[src/verilog/spsc_defs.svh]
`ifndef SPSC_DEFS_SVH
`define SPSC_DEFS_SVH

// ----------------------------------------------------------------------
// Register byte addresses
// ----------------------------------------------------------------------
`define SPSC_ADDR_STAT      12'h000
`define SPSC_ADDR_DATA      12'h004
`define SPSC_ADDR_IRQ_STAT  12'h008
`define SPSC_ADDR_IRQ_MASK  12'h00c
`define SPSC_ADDR_CFG       12'h010

// ----------------------------------------------------------------------
// Status/control field positions
// ----------------------------------------------------------------------
`define SPSC_BIT_PORT_ON    15
`define SPSC_BIT_HALT_IDLE  13
`define SPSC_BIT_CNT_HI     10
`define SPSC_BIT_CNT_LO     8
`define SPSC_BIT_SH_EMPTY   7
`define SPSC_BIT_RX_OVF     6
`define SPSC_BIT_RX_EMPTY   5
`define SPSC_BIT_SEL_HI     4
`define SPSC_BIT_SEL_LO     2
`define SPSC_BIT_RX_FULL    1
`define SPSC_BIT_TX_FULL    0

// Config register bits
`define SPSC_BIT_ENH        0
`define SPSC_BIT_MASTER     1

// Event bits in interrupt status and mask
`define SPSC_EV_BUF         0
`define SPSC_EV_OVF         1

// ----------------------------------------------------------------------
// Buffer depths and word size
// ----------------------------------------------------------------------
`define SPSC_DEPTH_ENH      3'd4
`define SPSC_DEPTH_STD      3'd1
`define SPSC_LAST_BIT       4'd7

// ----------------------------------------------------------------------
// Interrupt mode codes
// ----------------------------------------------------------------------
`define SPSC_SEL_TX_FULL    3'h7
`define SPSC_SEL_TX_EMPTY   3'h6
`define SPSC_SEL_TX_DONE    3'h5
`define SPSC_SEL_TX_SPOT    3'h4
`define SPSC_SEL_RX_FULL    3'h3
`define SPSC_SEL_RX_3Q      3'h2
`define SPSC_SEL_RX_AVAIL   3'h1
`define SPSC_SEL_RX_DRAIN   3'h0
`define SPSC_RX_3Q_LEVEL    3'd3

`endif

[src/verilog/spsc_pkg.sv]
package spsc_pkg;

   // Whole state of the port, registered as one word
   typedef struct packed {
      logic [2:0]       sclk_p;
      logic [1:0]       sdi_p;
      logic [1:0]       ssn_p;
      logic             port_on;
      logic             halt_in_idle;
      logic [2:0]       irq_mode_select;
      logic             rx_overflow_flag;
      logic             enh;
      logic             master;
      logic [3:0][7:0]  txm;
      logic [3:0][7:0]  rxm;
      logic [1:0]       tx_rd;
      logic [1:0]       rx_rd;
      logic [2:0]       tx_cnt;
      logic [2:0]       rx_cnt;
      logic [7:0]       tsh;
      logic [7:0]       rsh;
      logic [3:0]       bitcnt;
      logic             sh_full;
      logic             cond_prev;
      logic [1:0]       ev_stat;
      logic [1:0]       ev_mask;
      logic             irq;
      logic             sdo;
      logic             sdo_oe;
      logic             pins_owned;
      logic             pready;
      logic             pslverr;
      logic [31:0]      prdata;
   } spsc_state_s;

endpackage

[src/verilog/spsc_port.sv]
// Local design decisions: register access over APB and the register offsets.
`timescale 1ns/1ps
`include "spsc_defs.svh"
// Summary of operation
// - Port enable bit switches module on and hands link pins to it.
// - With halt-in-idle set, the port stops while CPU idles.
// - Enhanced master: element count shows pending transmit transfers.
// - Enhanced slave: element count shows received words not yet read.
// - Shifter-empty reads one while shift register holds no data.
// - Word arriving into full receive buffer is dropped; overflow flag sticks.
// - Receive-empty flag reads one when receive FIFO holds nothing.
// - Modes 111/110: interrupt on transmit full, or transmit emptied.
// - Modes 101/100: interrupt on transmit complete, or one spot freed.
// - Modes 011/010: interrupt on receive full, or three quarters full (010 fires in enhanced mode only).
// - Modes 001/000: interrupt on receive data present, or drained by read.
module spsc_port
   import spsc_pkg::*;
(
   input  wire logic        pclk,
   input  wire logic        presetn,
   input  wire logic        psel,
   input  wire logic        penable,
   input  wire logic        pwrite,
   input  wire logic [11:0] paddr,
   input  wire logic [31:0] pwdata,
   output logic             pready,
   output logic [31:0]      prdata,
   output logic             pslverr,
   input  wire logic        cpu_idle,
   input  wire logic        sclk_in,
   input  wire logic        sdi_in,
   input  wire logic        ss_n_in,
   output logic             sdo_out,
   output logic             sdo_oe,
   output logic             pins_owned,
   output logic             irq
);

   spsc_state_s q;
   spsc_state_s next_q;

   logic        run;
   logic        active;
   logic        rise;
   logic        fall;
   logic [2:0]  depth;
   logic        acc;
   logic        prep;
   logic        wr_stat;
   logic        tx_push;
   logic        tx_pop;
   logic        rx_pop;
   logic        rx_done;
   logic        rx_push;
   logic        cond;
   logic [7:0]  rx_word;
   logic [7:0]  tx_word;
   logic [2:0]  rx_after_pop;

   // ---------------------------------------------------------------
   // Helpers
   // ---------------------------------------------------------------
   function automatic logic is_full(input logic [2:0] cnt, input logic [2:0] dep);
      is_full = (cnt == dep);
   endfunction

   function automatic logic buf_cond(input spsc_state_s s, input logic [2:0] dep);
      buf_cond = 1'b0;
      case (s.irq_mode_select)
         `SPSC_SEL_TX_FULL:  buf_cond = is_full(s.tx_cnt, dep);
         `SPSC_SEL_TX_EMPTY: buf_cond = (s.tx_cnt == 3'd0) && s.sh_full;
         `SPSC_SEL_TX_DONE:  buf_cond = (s.tx_cnt == 3'd0) && !s.sh_full;
         `SPSC_SEL_TX_SPOT:  buf_cond = !is_full(s.tx_cnt, dep);
         `SPSC_SEL_RX_FULL:  buf_cond = is_full(s.rx_cnt, dep);
         `SPSC_SEL_RX_3Q:    buf_cond = (s.rx_cnt >= `SPSC_RX_3Q_LEVEL);
         `SPSC_SEL_RX_AVAIL: buf_cond = (s.rx_cnt != 3'd0);
         default:            buf_cond = (s.rx_cnt == 3'd0);
      endcase
   endfunction

   function automatic logic [31:0] stat_word(input spsc_state_s s, input logic [2:0] dep);
      stat_word = 32'h0;
      stat_word[`SPSC_BIT_PORT_ON] = s.port_on;
      stat_word[`SPSC_BIT_HALT_IDLE] = s.halt_in_idle;
      stat_word[`SPSC_BIT_CNT_HI:`SPSC_BIT_CNT_LO] = s.master ? s.tx_cnt : s.rx_cnt;
      stat_word[`SPSC_BIT_SH_EMPTY] = !s.sh_full;
      stat_word[`SPSC_BIT_RX_OVF] = s.rx_overflow_flag;
      stat_word[`SPSC_BIT_RX_EMPTY] = (s.rx_cnt == 3'd0);
      stat_word[`SPSC_BIT_SEL_HI:`SPSC_BIT_SEL_LO] = s.irq_mode_select;
      stat_word[`SPSC_BIT_RX_FULL] = is_full(s.rx_cnt, dep);
      stat_word[`SPSC_BIT_TX_FULL] = is_full(s.tx_cnt, dep);
   endfunction

   // ---------------------------------------------------------------
   // Next-state logic
   // ---------------------------------------------------------------
   always_comb
   begin
      next_q = q;
      depth = q.enh ? `SPSC_DEPTH_ENH : `SPSC_DEPTH_STD;

      // Pin synchronisers; stage 0 only feeds stage 1
      next_q.sclk_p = {q.sclk_p[1:0], sclk_in};
      next_q.sdi_p = {q.sdi_p[0], sdi_in};
      next_q.ssn_p = {q.ssn_p[0], ss_n_in};
      rise = q.sclk_p[1] && !q.sclk_p[2];
      fall = !q.sclk_p[1] && q.sclk_p[2];

      run = q.port_on && !(q.halt_in_idle && cpu_idle);
      active = run && !q.ssn_p[1];

      // Bus: one wait state, effect at the completing edge
      acc = psel && penable && q.pready;
      prep = psel && penable && !q.pready;
      wr_stat = acc && pwrite && (paddr == `SPSC_ADDR_STAT);
      tx_push = acc && pwrite && (paddr == `SPSC_ADDR_DATA) && q.port_on
                && !is_full(q.tx_cnt, depth);
      rx_pop = acc && !pwrite && (paddr == `SPSC_ADDR_DATA) && (q.rx_cnt != 3'd0);

      // Shifter
      tx_pop = active && (q.bitcnt == 4'd0) && !q.sh_full && (q.tx_cnt != 3'd0);
      tx_word = q.txm[q.tx_rd];
      rx_done = active && rise && (q.bitcnt == `SPSC_LAST_BIT);
      rx_word = {q.rsh[6:0], q.sdi_p[1]};
      rx_after_pop = q.rx_cnt - {2'b00, rx_pop};
      rx_push = rx_done && !is_full(rx_after_pop, depth);

      if (!active)
      begin
         // A word loaded but not yet started waits for the next frame
         next_q.bitcnt = 4'd0;
         next_q.sh_full = q.sh_full && (q.bitcnt == 4'd0);
      end
      else if (tx_pop)
      begin
         next_q.sdo = tx_word[7];
         next_q.tsh = {tx_word[6:0], 1'b0};
         next_q.sh_full = 1'b1;
      end
      else if (rise)
      begin
         next_q.rsh = rx_word;
         next_q.sh_full = (q.bitcnt != `SPSC_LAST_BIT);
         next_q.bitcnt = (q.bitcnt == `SPSC_LAST_BIT) ? 4'd0 : q.bitcnt + 4'd1;
      end
      else if (fall && q.bitcnt != 4'd0)
      begin
         next_q.sdo = q.tsh[7];
         next_q.tsh = {q.tsh[6:0], 1'b0};
      end

      // Transmit FIFO
      if (tx_push)
         next_q.txm[2'(q.tx_rd + q.tx_cnt[1:0])] = pwdata[7:0];
      if (tx_pop)
         next_q.tx_rd = q.tx_rd + 2'd1;
      next_q.tx_cnt = q.tx_cnt + {2'b00, tx_push} - {2'b00, tx_pop};

      // Receive FIFO; a word with no room is dropped
      if (rx_push)
         next_q.rxm[2'(q.rx_rd + q.rx_cnt[1:0])] = rx_word;
      if (rx_pop)
         next_q.rx_rd = q.rx_rd + 2'd1;
      next_q.rx_cnt = rx_after_pop + {2'b00, rx_push};

      // Control writes; overflow clears only by writing zero
      if (wr_stat)
      begin
         next_q.port_on = pwdata[`SPSC_BIT_PORT_ON];
         next_q.halt_in_idle = pwdata[`SPSC_BIT_HALT_IDLE];
         next_q.irq_mode_select = pwdata[`SPSC_BIT_SEL_HI:`SPSC_BIT_SEL_LO];
         if (!pwdata[`SPSC_BIT_RX_OVF])
            next_q.rx_overflow_flag = 1'b0;
      end
      if (rx_done && !rx_push)
         next_q.rx_overflow_flag = 1'b1;
      if (acc && pwrite && paddr == `SPSC_ADDR_CFG)
      begin
         next_q.enh = pwdata[`SPSC_BIT_ENH];
         next_q.master = pwdata[`SPSC_BIT_MASTER];
      end
      if (acc && pwrite && paddr == `SPSC_ADDR_IRQ_MASK)
         next_q.ev_mask = pwdata[1:0];

      // Switching off empties both buffers and the shifter
      if (!q.port_on)
      begin
         next_q.tx_cnt = 3'd0;
         next_q.rx_cnt = 3'd0;
         next_q.tx_rd = 2'd0;
         next_q.rx_rd = 2'd0;
         next_q.sdo = 1'b0;
         next_q.sh_full = 1'b0;
      end

      // Interrupt events, set beats a same-cycle clear
      cond = buf_cond(q, depth);
      next_q.cond_prev = cond;
      if (acc && pwrite && paddr == `SPSC_ADDR_IRQ_STAT)
         next_q.ev_stat = q.ev_stat & ~pwdata[1:0];
      if (cond && !q.cond_prev)
         next_q.ev_stat[`SPSC_EV_BUF] = 1'b1;
      if (rx_done && !rx_push)
         next_q.ev_stat[`SPSC_EV_OVF] = 1'b1;
      next_q.irq = |(next_q.ev_stat & next_q.ev_mask);

      next_q.sdo_oe = active;
      next_q.pins_owned = q.port_on;

      // Bus answer
      next_q.pready = prep;
      next_q.pslverr = 1'b0;
      next_q.prdata = 32'h0;
      if (prep)
      begin
         if (paddr == `SPSC_ADDR_STAT)
            next_q.prdata = stat_word(q, depth);
         else if (paddr == `SPSC_ADDR_DATA)
            next_q.prdata = {24'h0, q.rxm[q.rx_rd]};
         else if (paddr == `SPSC_ADDR_IRQ_STAT)
            next_q.prdata = {30'h0, q.ev_stat};
         else if (paddr == `SPSC_ADDR_IRQ_MASK)
            next_q.prdata = {30'h0, q.ev_mask};
         else if (paddr == `SPSC_ADDR_CFG)
            next_q.prdata = {30'h0, q.master, q.enh};
         else
            next_q.pslverr = 1'b1;
      end
   end

   always_ff @(posedge pclk or negedge presetn)
   begin
      if (!presetn)
         q <= '0;
      else
         q <= next_q;
   end

   assign pready = q.pready;
   assign prdata = q.prdata;
   assign pslverr = q.pslverr;
   assign sdo_out = q.sdo;
   assign sdo_oe = q.sdo_oe;
   assign pins_owned = q.pins_owned;
   assign irq = q.irq;
endmodule // spsc_port

[config.mk]
export PLATFORM = sky130hd
export DESIGN_NAME = spsc_port
export DESIGN_NICKNAME = d
export VERILOG_FILES = /design/src/verilog/spsc_pkg.sv /design/src/verilog/spsc_port.sv
export VERILOG_INCLUDE_DIRS = /design/src /design/src/verilog
export SDC_FILE = /design/constraint.sdc
export NUM_CORES = 1
export LEC_CHECK = 0
export ABC_CLOCK_PERIOD_IN_PS = 3250
export BUFFER_PORTS_ARGS = -buffer_cell sky130_fd_sc_hd__buf_4
export CAP_MARGIN = 40
export CORE_UTILIZATION = 35
export DETAILED_ROUTE_END_ITERATION = 7
export PLACE_DENSITY = 0.57
export RECOVER_POWER = 25
export SYNTH_ARGS = -nofsm -noshare
export SYNTH_HDL_FRONTEND = slang
export SYNTH_SLANG_ARGS = --single-unit
[constraint.sdc]
create_clock -name pclk -period 3.25 [get_ports pclk]
set_input_delay 0.65 -clock pclk [delete_from_list [all_inputs] [get_ports pclk]]
set_output_delay 0.65 -clock pclk [all_outputs]
set_load 0.03 [all_outputs]
==> results.yml, run 1 <==
timing:
  finalSetupTns_ns: 0
  max_freq_ghz: 0.3311
  fin_ws_ns: 0.2295
  hold_viol: 0
  relSlewSlack_pct: -25.17
  slew_viol_final: 73
  rsz0062_at_grt: "no"
  skew_ns: 0.009361
  fin_hold_ws_ns: 0.3459
  worst_pin_slew_ns: 1.878
  finalSetupViolCount: 0
  fin_crit_ns: 3.020
  fin_crit_sh_pct: 92.94
pwr:
  powerDensity_nw_per_um2: 492.6
  sequentialPowerShare_pct: 44.0
  internal_power_mw: 2.961
  p_sw_uw: 796.2
  pwr-share-clk_pct: 52.6
  swShare_pct: 21.19
  power_frac_comb_pct: 3.4
  worst_ir_drop_vdd_mv: 0.3604
  finalPower_mw: 3.758
  power_leakage_nw: 3.634
yosys:
  syn_area_um2: 6371
  ys_seq_elements: 132
  synth_edf_count: 0
  synthFlopType: "dfrtp_1"
  ys_async_sr_fraction_pct: 100.0
  synth_fa_ha_area_share_pct: 2.278
  synth_cells: 497
  yosysUniqueCellTypes: 61
  yosys.area_share.xor_xnor_pct: 2.180
  synth_top_area_cell: "dfrtp_1"
  synth_top_family_by_area: "multiplexers"
  synth_simple_gate_area_share_pct: 10.05
  ys_warn_count: 0
  yosysTopAreaCellShare_pct: 51.85
  synthMuxAreaShare_pct: 22.31
  yosysSeqAreaShare_pct: 51.85
  synth-compound-area-share_pct: 4.811
  synth.area.top_cells: "dfrtp_1 (52%), mux2_2 (14%), mux4_2 (5.7%)"
  syn_avg_cell_area_um2: 12.82
clock_network:
  root_buffer: "clkbuf_16"
  worst_skew_pair.late_latency_ns: 0.41
  cts.path.max_buffers: 2
  post_cts_buffers: 0
  clock-sinks: 132
  cts.clk_slew.worst_paths_ns: 0.06
  cts_buffers: 17
  htree_levels: 4
  cts_resized: 0
  cts_tree: "built"
  cts_hold_buf: 0
flow_run:
  drv_cap: 1
min_path:
  hold_class: "flip-flop to flip-flop"
floorplan:
  fp.dieW_um: 136.9
  io_pins: 91
  core_area_um2: 17540
  die-area_um2: 18750
  start_util_pct: 36.33
  die_h_um: 136.9
  std_cell_rows: 48
place:
  place_ws_ns: -0.2174
  placed_cells: 767
  routabilityCongestion: 0.7882
  place_area_um2: 7027
  hpwl_um: 9359
  port_buffers: 49
global_route:
  grt.total_usage_pct: 15.58
  antenna_found_initial: 0
  grt_pass1_wl_um: 21760
  grt-ovfl-total: 0
  grt_max_degree: 74
  grt_pass1_vias: 4222
setup_path:
  setup.worst_path.end_class: "flip-flop"
  worstPathArrival_ns: 3.31
  crit_fanout: 8
  critPathKind: "input pin to flip-flop"
  critPathLaunchType: "input pin"
  cp.required_ns: 3.54
finish:
  area_growth_pct: 19.74
  fin_area_um2: 7629
  fin_util_pct: 43.50
  fin_cells: 798
  nNetsFinal: 625
  drive_gt1_share_pct: 37.35
  insertedDiodeCount: 0
drt:
  viasPerCell: 5.041
  drc: 0
  vias: 4023
  drtIter0Drc: 222
  final_antenna_net_count: 0
  wire_per_inst_um: 16.89
  drt_wl_total_um: 13480
  drt_first_pass_iters: 4
run_status:
  status: "complete, but fails checks"
  violations: "capacitance limit, slew limit"
## critical path, stage by stage
cell      delay, ns
buf_4          0.11
nor4_1         0.35
and3_1         0.26
and3_1         0.23
ha_1           0.17
ha_1           0.18
xnor2_2        0.13
mux2i_1        0.13
a211oi_2       0.32
nor3b_4        0.29
buf_12         0.16
mux2_2         0.33
## state kept, by name, summed over array words and instances, names as in the netlist
register,count
irq,1
next_q,5
pins_owned,1
prdata,13
pready,1
pslverr,1
q,108
sdo_oe,1
sdo_out,1
## power by group through the flow
| stage | logic, mW | registers, mW | clock network, mW |
|---|---|---|---|
| 2_1_floorplan | 0.0615 | 1.68 | 0 |
| 3_3_place_gp | 0.129 | 1.68 | 0 |
| 3_5_place_dp | 0.131 | 1.68 | 0 |
| 4_1_cts | 0.131 | 1.65 | 2.02 |
| 5_1_grt | 0.142 | 1.65 | 2.10 |
| 6_report | 0.127 | 1.65 | 1.98 |
## synthesized netlist by cell type (4+ instances only)
cell and instances:
a21oi_1 8, and3_1 8, buf_2 8, buf_4 33, clkbuf_1 6, dfrtp_1 132, ha_1 10, inv_1 19
mux2_2 79, mux2i_1 16, mux4_2 16, nand2_1 18, nand2b_1 4, nand3_1 7, nand3b_1 4, nand4_1 4
nor2_1 22, nor2b_1 5, nor3_1 9, nor3b_1 4, o21ai_0 15, xnor2_1 7, xor2_1 7
## placed cells by master, fill, tap and decap left out, drive strengths merged, types with 3 or more instances in the layout
cell,synthesis,final
nor3,11,11
clkbuf,6,22
nand4,4,4
mux4,16,16
buf,45,73
xnor2,8,8
ha,10,10
and3,8,8
nor4b,3,3
a211oi,3,3
inv,20,21
nor3b,6,6
bufinv,0,4
a21oi,8,8
nand2,18,18
nor2b,5,5
and2,3,3
clkinv,1,8
nand3b,4,4
dfrtp,132,132
nand2b,4,4
nor2,22,22
mux2i,16,16
o21ai,15,15
nand3,7,7
conb,1,19
nor4,4,4
mux2,80,80
a31oi,3,3
xor2,7,7
## kinds of logic after synthesis
logic type	count (synthesis)
adder cells (fa/ha/maj)	11
multiplexers	112
other	1
flip-flops	132
AND/OR/NAND/NOR	108
XOR/XNOR	15
AO/OA/AOI/OAI	46
buffers and inverters	72
## final timing paths
path	from	to	slack, ns	cells past startpoint
max reg2reg	q[64]	q[94]	0.26	11
min reg2reg	next_q[149]	q[149]	0.35	0
max in group asynchronous	presetn	q[138]	1.38	1
max	paddr[5]	q[94]	0.23	12
min	next_q[149]	q[149]	0.35	0
min in group asynchronous	presetn	next_q[149]	0.73	1
## cell type report
class,count,area (µm²)
fillers,1619,9908
flip-flops and latches,132,3303
multi-input cells,311,2724
repair buffers,78,629.4
clock buffers,17,425.4
well taps,225,281.5
clock inverters,14,186.4
inverters,21,78.83
## routing by layer
| layer | GRT usage, % | vias up | wire, µm |
|---|---|---|---|
| met5 | 0 | - | 0 |
| met4 | 5.433 | 0 | 229 |
| met3 | 3.630 | 17 | 451 |
| met2 | 26.52 | 94 | 6752 |
| met1 | 19.28 | 2060 | 6048 |
| li1 | - | 1852 | - |
Note: power is estimated with default switching activity, not from simulation.
==> run 2, diff against run 1 <==
CELL_PAD_IN_SITES_DETAIL_PLACEMENT = 0   (was default)
CELL_PAD_IN_SITES_GLOBAL_PLACEMENT = 1   (was default)
CORE_UTILIZATION = 40   (was 35)
GPL_ROUTABILITY_DRIVEN = 0   (was default)
PLACE_DENSITY = 0.74   (was 0.57)
==> results.yml, run 2 (same netlist as run 1, synthesis figures left out) <==
global_route:
  antenna_found_initial: 0
  grt_pass1_vias: 4227
  grt_pass1_wl_um: 22490
  grt-ovfl-total: 0
  grt.total_usage_pct: 18.28
  grt_max_degree: 57
pwr:
  p_sw_uw: 784.0
  powerDensity_nw_per_um2: 487.6
  finalPower_mw: 3.695
  swShare_pct: 21.22
  internal_power_mw: 2.911
  pwr-share-clk_pct: 51.7
  sequentialPowerShare_pct: 44.8
  power_frac_comb_pct: 3.5
  power_leakage_nw: 3.616
  worst_ir_drop_vdd_mv: 0.3564
drt:
  vias: 3989
  final_antenna_net_count: 0
  drtIter0Drc: 188
  drt_wl_total_um: 13500
  wire_per_inst_um: 17.18
  drt_first_pass_iters: 4
  drc: 0
  viasPerCell: 5.075
timing:
  relSlewSlack_pct: -50.93
  worst_pin_slew_ns: 2.264
  hold_viol: 0
  fin_crit_sh_pct: 91.25
  finalSetupTns_ns: 0
  fin_ws_ns: 0.2844
  slew_viol_final: 39
  fin_hold_ws_ns: 0.3500
  finalSetupViolCount: 0
  skew_ns: 0.007793
  max_freq_ghz: 0.3372
  fin_crit_ns: 2.966
  rsz0062_at_grt: "no"
clock_network:
  root_buffer: "clkbuf_16"
  cts.clk_slew.worst_paths_ns: 0.05
  post_cts_buffers: 0
  htree_levels: 4
  cts_tree: "built"
  cts.path.max_buffers: 2
  worst_skew_pair.late_latency_ns: 0.41
  clock-sinks: 132
  cts_buffers: 17
setup_path:
  path_cells: "buf_4 > nor4_2 > and3_1 > and3_1 > ha_1 > ha_1 > xnor2_2 > mux2i_1 > a211oi_2 > nor3b_4 > buf_12 > mux2_2"
  critPathLaunchType: "input pin"
  worstPathArrival_ns: 3.26
  critPathKind: "input pin to flip-flop"
  setup.worst_path.end_class: "flip-flop"
  crit_fanout: 8
  critPathMaxStageDelay_ns: 0.33
  critPathSlowestCell: "a211oi_2"
  cp.required_ns: 3.54
floorplan:
  io_pins: 91
  std_cell_rows: 45
  fp.dieW_um: 128.2
  core_area_um2: 15370
  die_h_um: 128.2
  start_util_pct: 41.45
  die-area_um2: 16440
finish:
  regMostFlops: "q"
  nNetsFinal: 626
  area_growth_pct: 18.95
  layout_common_cells: "dfrtp_1 (132), mux2_2 (79), buf_4 (72), nor2_1 (22)"
  final_common_cell: "dfrtp_1"
  largest_reg_flops: 108
  drive_gt1_share_pct: 36.87
  insertedDiodeCount: 0
run_status:
  violations: "capacitance limit, slew limit"
  status: "complete, but fails checks"
flow_run:
  drv_cap: 1
place:
  place_ws_ns: -0.2299
  port_buffers: 49
  hpwl_um: 9397
min_path:
  hold_class: "flip-flop to flip-flop"
run 2: cell types whose count changed in the layout (fill, tap and decap cells not counted), sizes merged:
| cell | before | now |
|---|---|---|
| buf | 73 | 74 |
| bufinv | 4 | 3 |
| clkbuf | 22 | 28 |
| clkinv | 8 | 5 |
| inv | 21 | 20 |
run 2: routing by layer:
metal,track usage [%],part of all wire (%),up-vias
met5,0,0,-
met4,5.260,1.1,0
met3,4.633,3.8,11
met2,29.60,50,72
met1,24.23,45,2051
li1,-,-,1855
run 2: cell type report:
| cell class | count | area (µm²) |
|---|---|---|
| clock inverters | 9 | 128.9 |
| multi-input cells | 311 | 2735 |
| inverters | 21 | 78.83 |
| repair buffers | 79 | 610.6 |
| well taps | 211 | 264.0 |
| clock buffers | 23 | 457.9 |
| flip-flops and latches | 132 | 3303 |
| fillers | 1394 | 7792 |
run 2: final timing paths:
path                             startpoint         to  slack (ns)  depth (start not counted)
worst max-delay path               paddr[5]      q[95]        0.28                         12
worst min-delay path            next_q[147]     q[147]        0.35                          0
worst max register to register        q[64]      q[95]        0.36                         11
worst min register to register  next_q[147]     q[147]        0.35                          0
max in group asynchronous           presetn  prdata[1]        0.87                          2
min in group asynchronous           presetn      q[46]        0.92                          1
run 2: stage by stage:
step	instances	utilization, %	area, µm²
floorplan	515	-	6439
global placement	753	45.41	6980
detailed placement	754	45.46	6988
CTS	786	49.28	7575
global route	786	49.30	7579
finish	786	49.30	7579
run 2: worst max-delay path: cells and delay by family:
| family | cells | cell delay [ns] |
|---|---|---|
| buffers and inverters | 2 | 0.27 |
| adders and majority gates | 2 | 0.35 |
| and+or+nand+nor | 4 | 1.06 |
| xor gates and xnor gates | 1 | 0.13 |
| muxes | 2 | 0.46 |
| AOI/OAI and AO/OA | 1 | 0.33 |
run 2: timing repair:
action,4_1_cts,5_1_grt
resized for setup,0,2
setup endpoints to repair,0,10
hold buffers,0,0
run 2: power by group through the flow:
stage	clock [mW]	combinational, mW	sequential, mW
2_1_floorplan	0	0.0615	1.68
3_3_place_gp	0	0.129	1.68
3_5_place_dp	0	0.132	1.68
4_1_cts	1.94	0.133	1.65
5_1_grt	2.01	0.144	1.65
6_report	1.91	0.130	1.65
==> run 3, diff against run 2 <==
ABC_CLOCK_PERIOD_IN_PS = 3500   (was 3250)
CORE_MARGIN = 3   (was default)
clock period = 3.5 ns   (was 3.25 ns; I/O delays follow)
==> results.yml, run 3 (same netlist as run 1, synthesis figures left out) <==
run_status:
  status: "complete, but fails checks"
  violations: "capacitance limit, slew limit"
finish:
  fillerInstances: 1345
  regMostFlops: "q"
  largest_reg_flops: 108
  final_common_cell: "dfrtp_1"
  insertedDiodeCount: 0
  fin_area_um2: 7579
  area_growth_pct: 18.95
  nNetsFinal: 621
  fin_util_pct: 49.30
  drive_gt1_share_pct: 36.67
  layout_common_cells: "dfrtp_1 (132), mux2_2 (79), buf_4 (68), nor2_1 (22)"
  fin_cells: 781
drt:
  met2_length_um: 6527
  drt_first_pass_iters: 4
  final_antenna_net_count: 0
  vias: 3978
  routed-wl-met3_um: 593
  viasPerCell: 5.093
  drtIter0Drc: 216
  drt-met1-wl_um: 5877
  highest_layer: "met4"
  drt_wl_total_um: 13230
  drc: 0
  wire_per_inst_um: 16.94
setup_path:
  worstPathArrival_ns: 3.42
  reg2reg_depth: 11
  setup.worst_path.end_class: "flip-flop"
  reg2reg_to: "q[94]"
  critPathLaunchType: "input pin"
  critPathKind: "input pin to flip-flop"
  path_cells: "buf_4 > nor4_1 > and3_1 > and3_1 > ha_1 > ha_1 > xnor2_2 > mux2i_1 > a211oi_2 > nor3b_4 > buf_4 > mux2_2"
  critPathSlowestCell: "a211oi_2"
  rr_startpoint: "q[64]"
  cp.required_ns: 3.80
  critPathMaxStageDelay_ns: 0.37
  crit_family: "simple AND/OR/NAND/NOR gates"
  r2r_setup_slack_ns: 0.40
  crit_fanout: 5
  critPathBufInv: 2
min_path:
  hold_depth: 0
  hp-start: "next_q[147]"
  hold_end: "q[147]"
  hold_class: "flip-flop to flip-flop"
floorplan:
  die-area_um2: 17480
  die_h_um: 132.2
  fp.dieW_um: 132.2
  std_cell_rows: 45
  io_pins: 91
  core_area_um2: 15370
  start_util_pct: 41.45
clock_network:
  cts_resized: 0
  clock-sinks: 132
  cts.clk_slew.worst_paths_ns: 0.06
  htree_levels: 4
  cts_hold_buf: 0
  post_cts_buffers: 0
  cts_buffers: 17
  cts_tree: "built"
  root_buffer: "clkbuf_16"
  worst_skew_pair.late_latency_ns: 0.42
  cts.path.max_buffers: 2
global_route:
  grt-ovfl-total: 0
  grt_pass1_vias: 4097
  grt.total_usage_pct: 15.88
  grt_max_degree: 61
  grt_pass1_wl_um: 21630
  antenna_found_initial: 0
pwr:
  finalPower_mw: 3.588
  worst_ir_drop_vdd_mv: 0.3285
  powerDensity_nw_per_um2: 473.4
  power_leakage_nw: 3.616
timing:
  finalSetupViolCount: 0
  max_freq_ghz: 0.3209
  slew_viol_final: 43
  fin_crit_ns: 3.116
  fin_crit_sh_pct: 89.02
  worst_pin_slew_ns: 2.478
  rsz0062_at_grt: "no"
  hold_viol: 0
  finalSetupTns_ns: 0
  skew_ns: 0.007271
  relSlewSlack_pct: -65.20
flow_run:
  drv_cap: 1
place:
  port_buffers: 49
  hpwl_um: 9428
  placed_cells: 749
  place_area_um2: 6938
[run 3: cell types whose count changed in the layout (fill, tap and decap cells not counted)]
cell | previous run | this run
buf_12 | 2 | 1
buf_4 | 72 | 68
bufinv_16 | 3 | 5
clkbuf_1 | 7 | 3
clkinvlp_4 | 2 | 3
inv_6 | 0 | 1
nor3_1 | 8 | 9
nor3_2 | 1 | 0
nor4_1 | 2 | 3
nor4_2 | 2 | 1
[run 3: cell type report]
type	instances	area (µm²)	share of cell area [%]
clock inverter	13	205.2	2.708
inverter	21	78.83	1.040
timing repair buffer	74	560.5	7.396
sequential	132	3303	43.59
clock buffer	19	442.9	5.844
multi-input combinational	311	2724	35.94
tap	211	264.0	3.484
[run 3: per-layer routing]
layer  vias up  global-route usage [%]
met5         -                       0
li1       1849                       -
met1      2028                   20.71
met4         0                   5.716
met3        20                   4.847
met2        81                   25.26
[run 3: stage by stage]
stage / setup WS [ns] / hold WS (ns)
after floorplan: 0.2568 / 0.3312
after global placement: -0.006166 / 0.3320
after detailed placement: -0.04310 / 0.3370
after CTS: 0.3914 / 0.2912
after global routing: 0.1936 / 0.3618
final: 0.3842 / 0.3475
[run 3: how the worst max path moves through the flow]
| stage | from | end | slack, ns | cells after the start |
|---|---|---|---|---|
| 6_report | paddr[5] | q[94] | 0.38 | 12 |
| 5_1_grt | paddr[5] | q[94] | 0.19 | 12 |
| 4_1_cts | q[64] | q[94] | 0.39 | 11 |
| 3_5_place_dp | paddr[5] | q[94] | -0.04 | 12 |
| 3_3_place_gp | paddr[5] | q[93] | -0.006 | 12 |
| 2_1_floorplan | paddr[5] | q[90] | 0.26 | 11 |
[run 3: worst reg2reg max path, delay by kind of cell, from the launching register on]
family / cells / cell delay (ns)
flops: 1 / 0.38
xor+xnor: 1 / 0.19
simple gates: 4 / 0.99
fa+ha+maj: 2 / 0.40
compound gates: 1 / 0.37
buf+inv: 1 / 0.18
mux: 2 / 0.47
[run 3: power by group]
part | internal [mW] | switching, mW | leakage (nW)
Sequential | 1.53 | 0.00323 | 1.82
Clock | 1.28 | 0.655 | 0.309
Combinational | 0.0334 | 0.0836 | 1.49
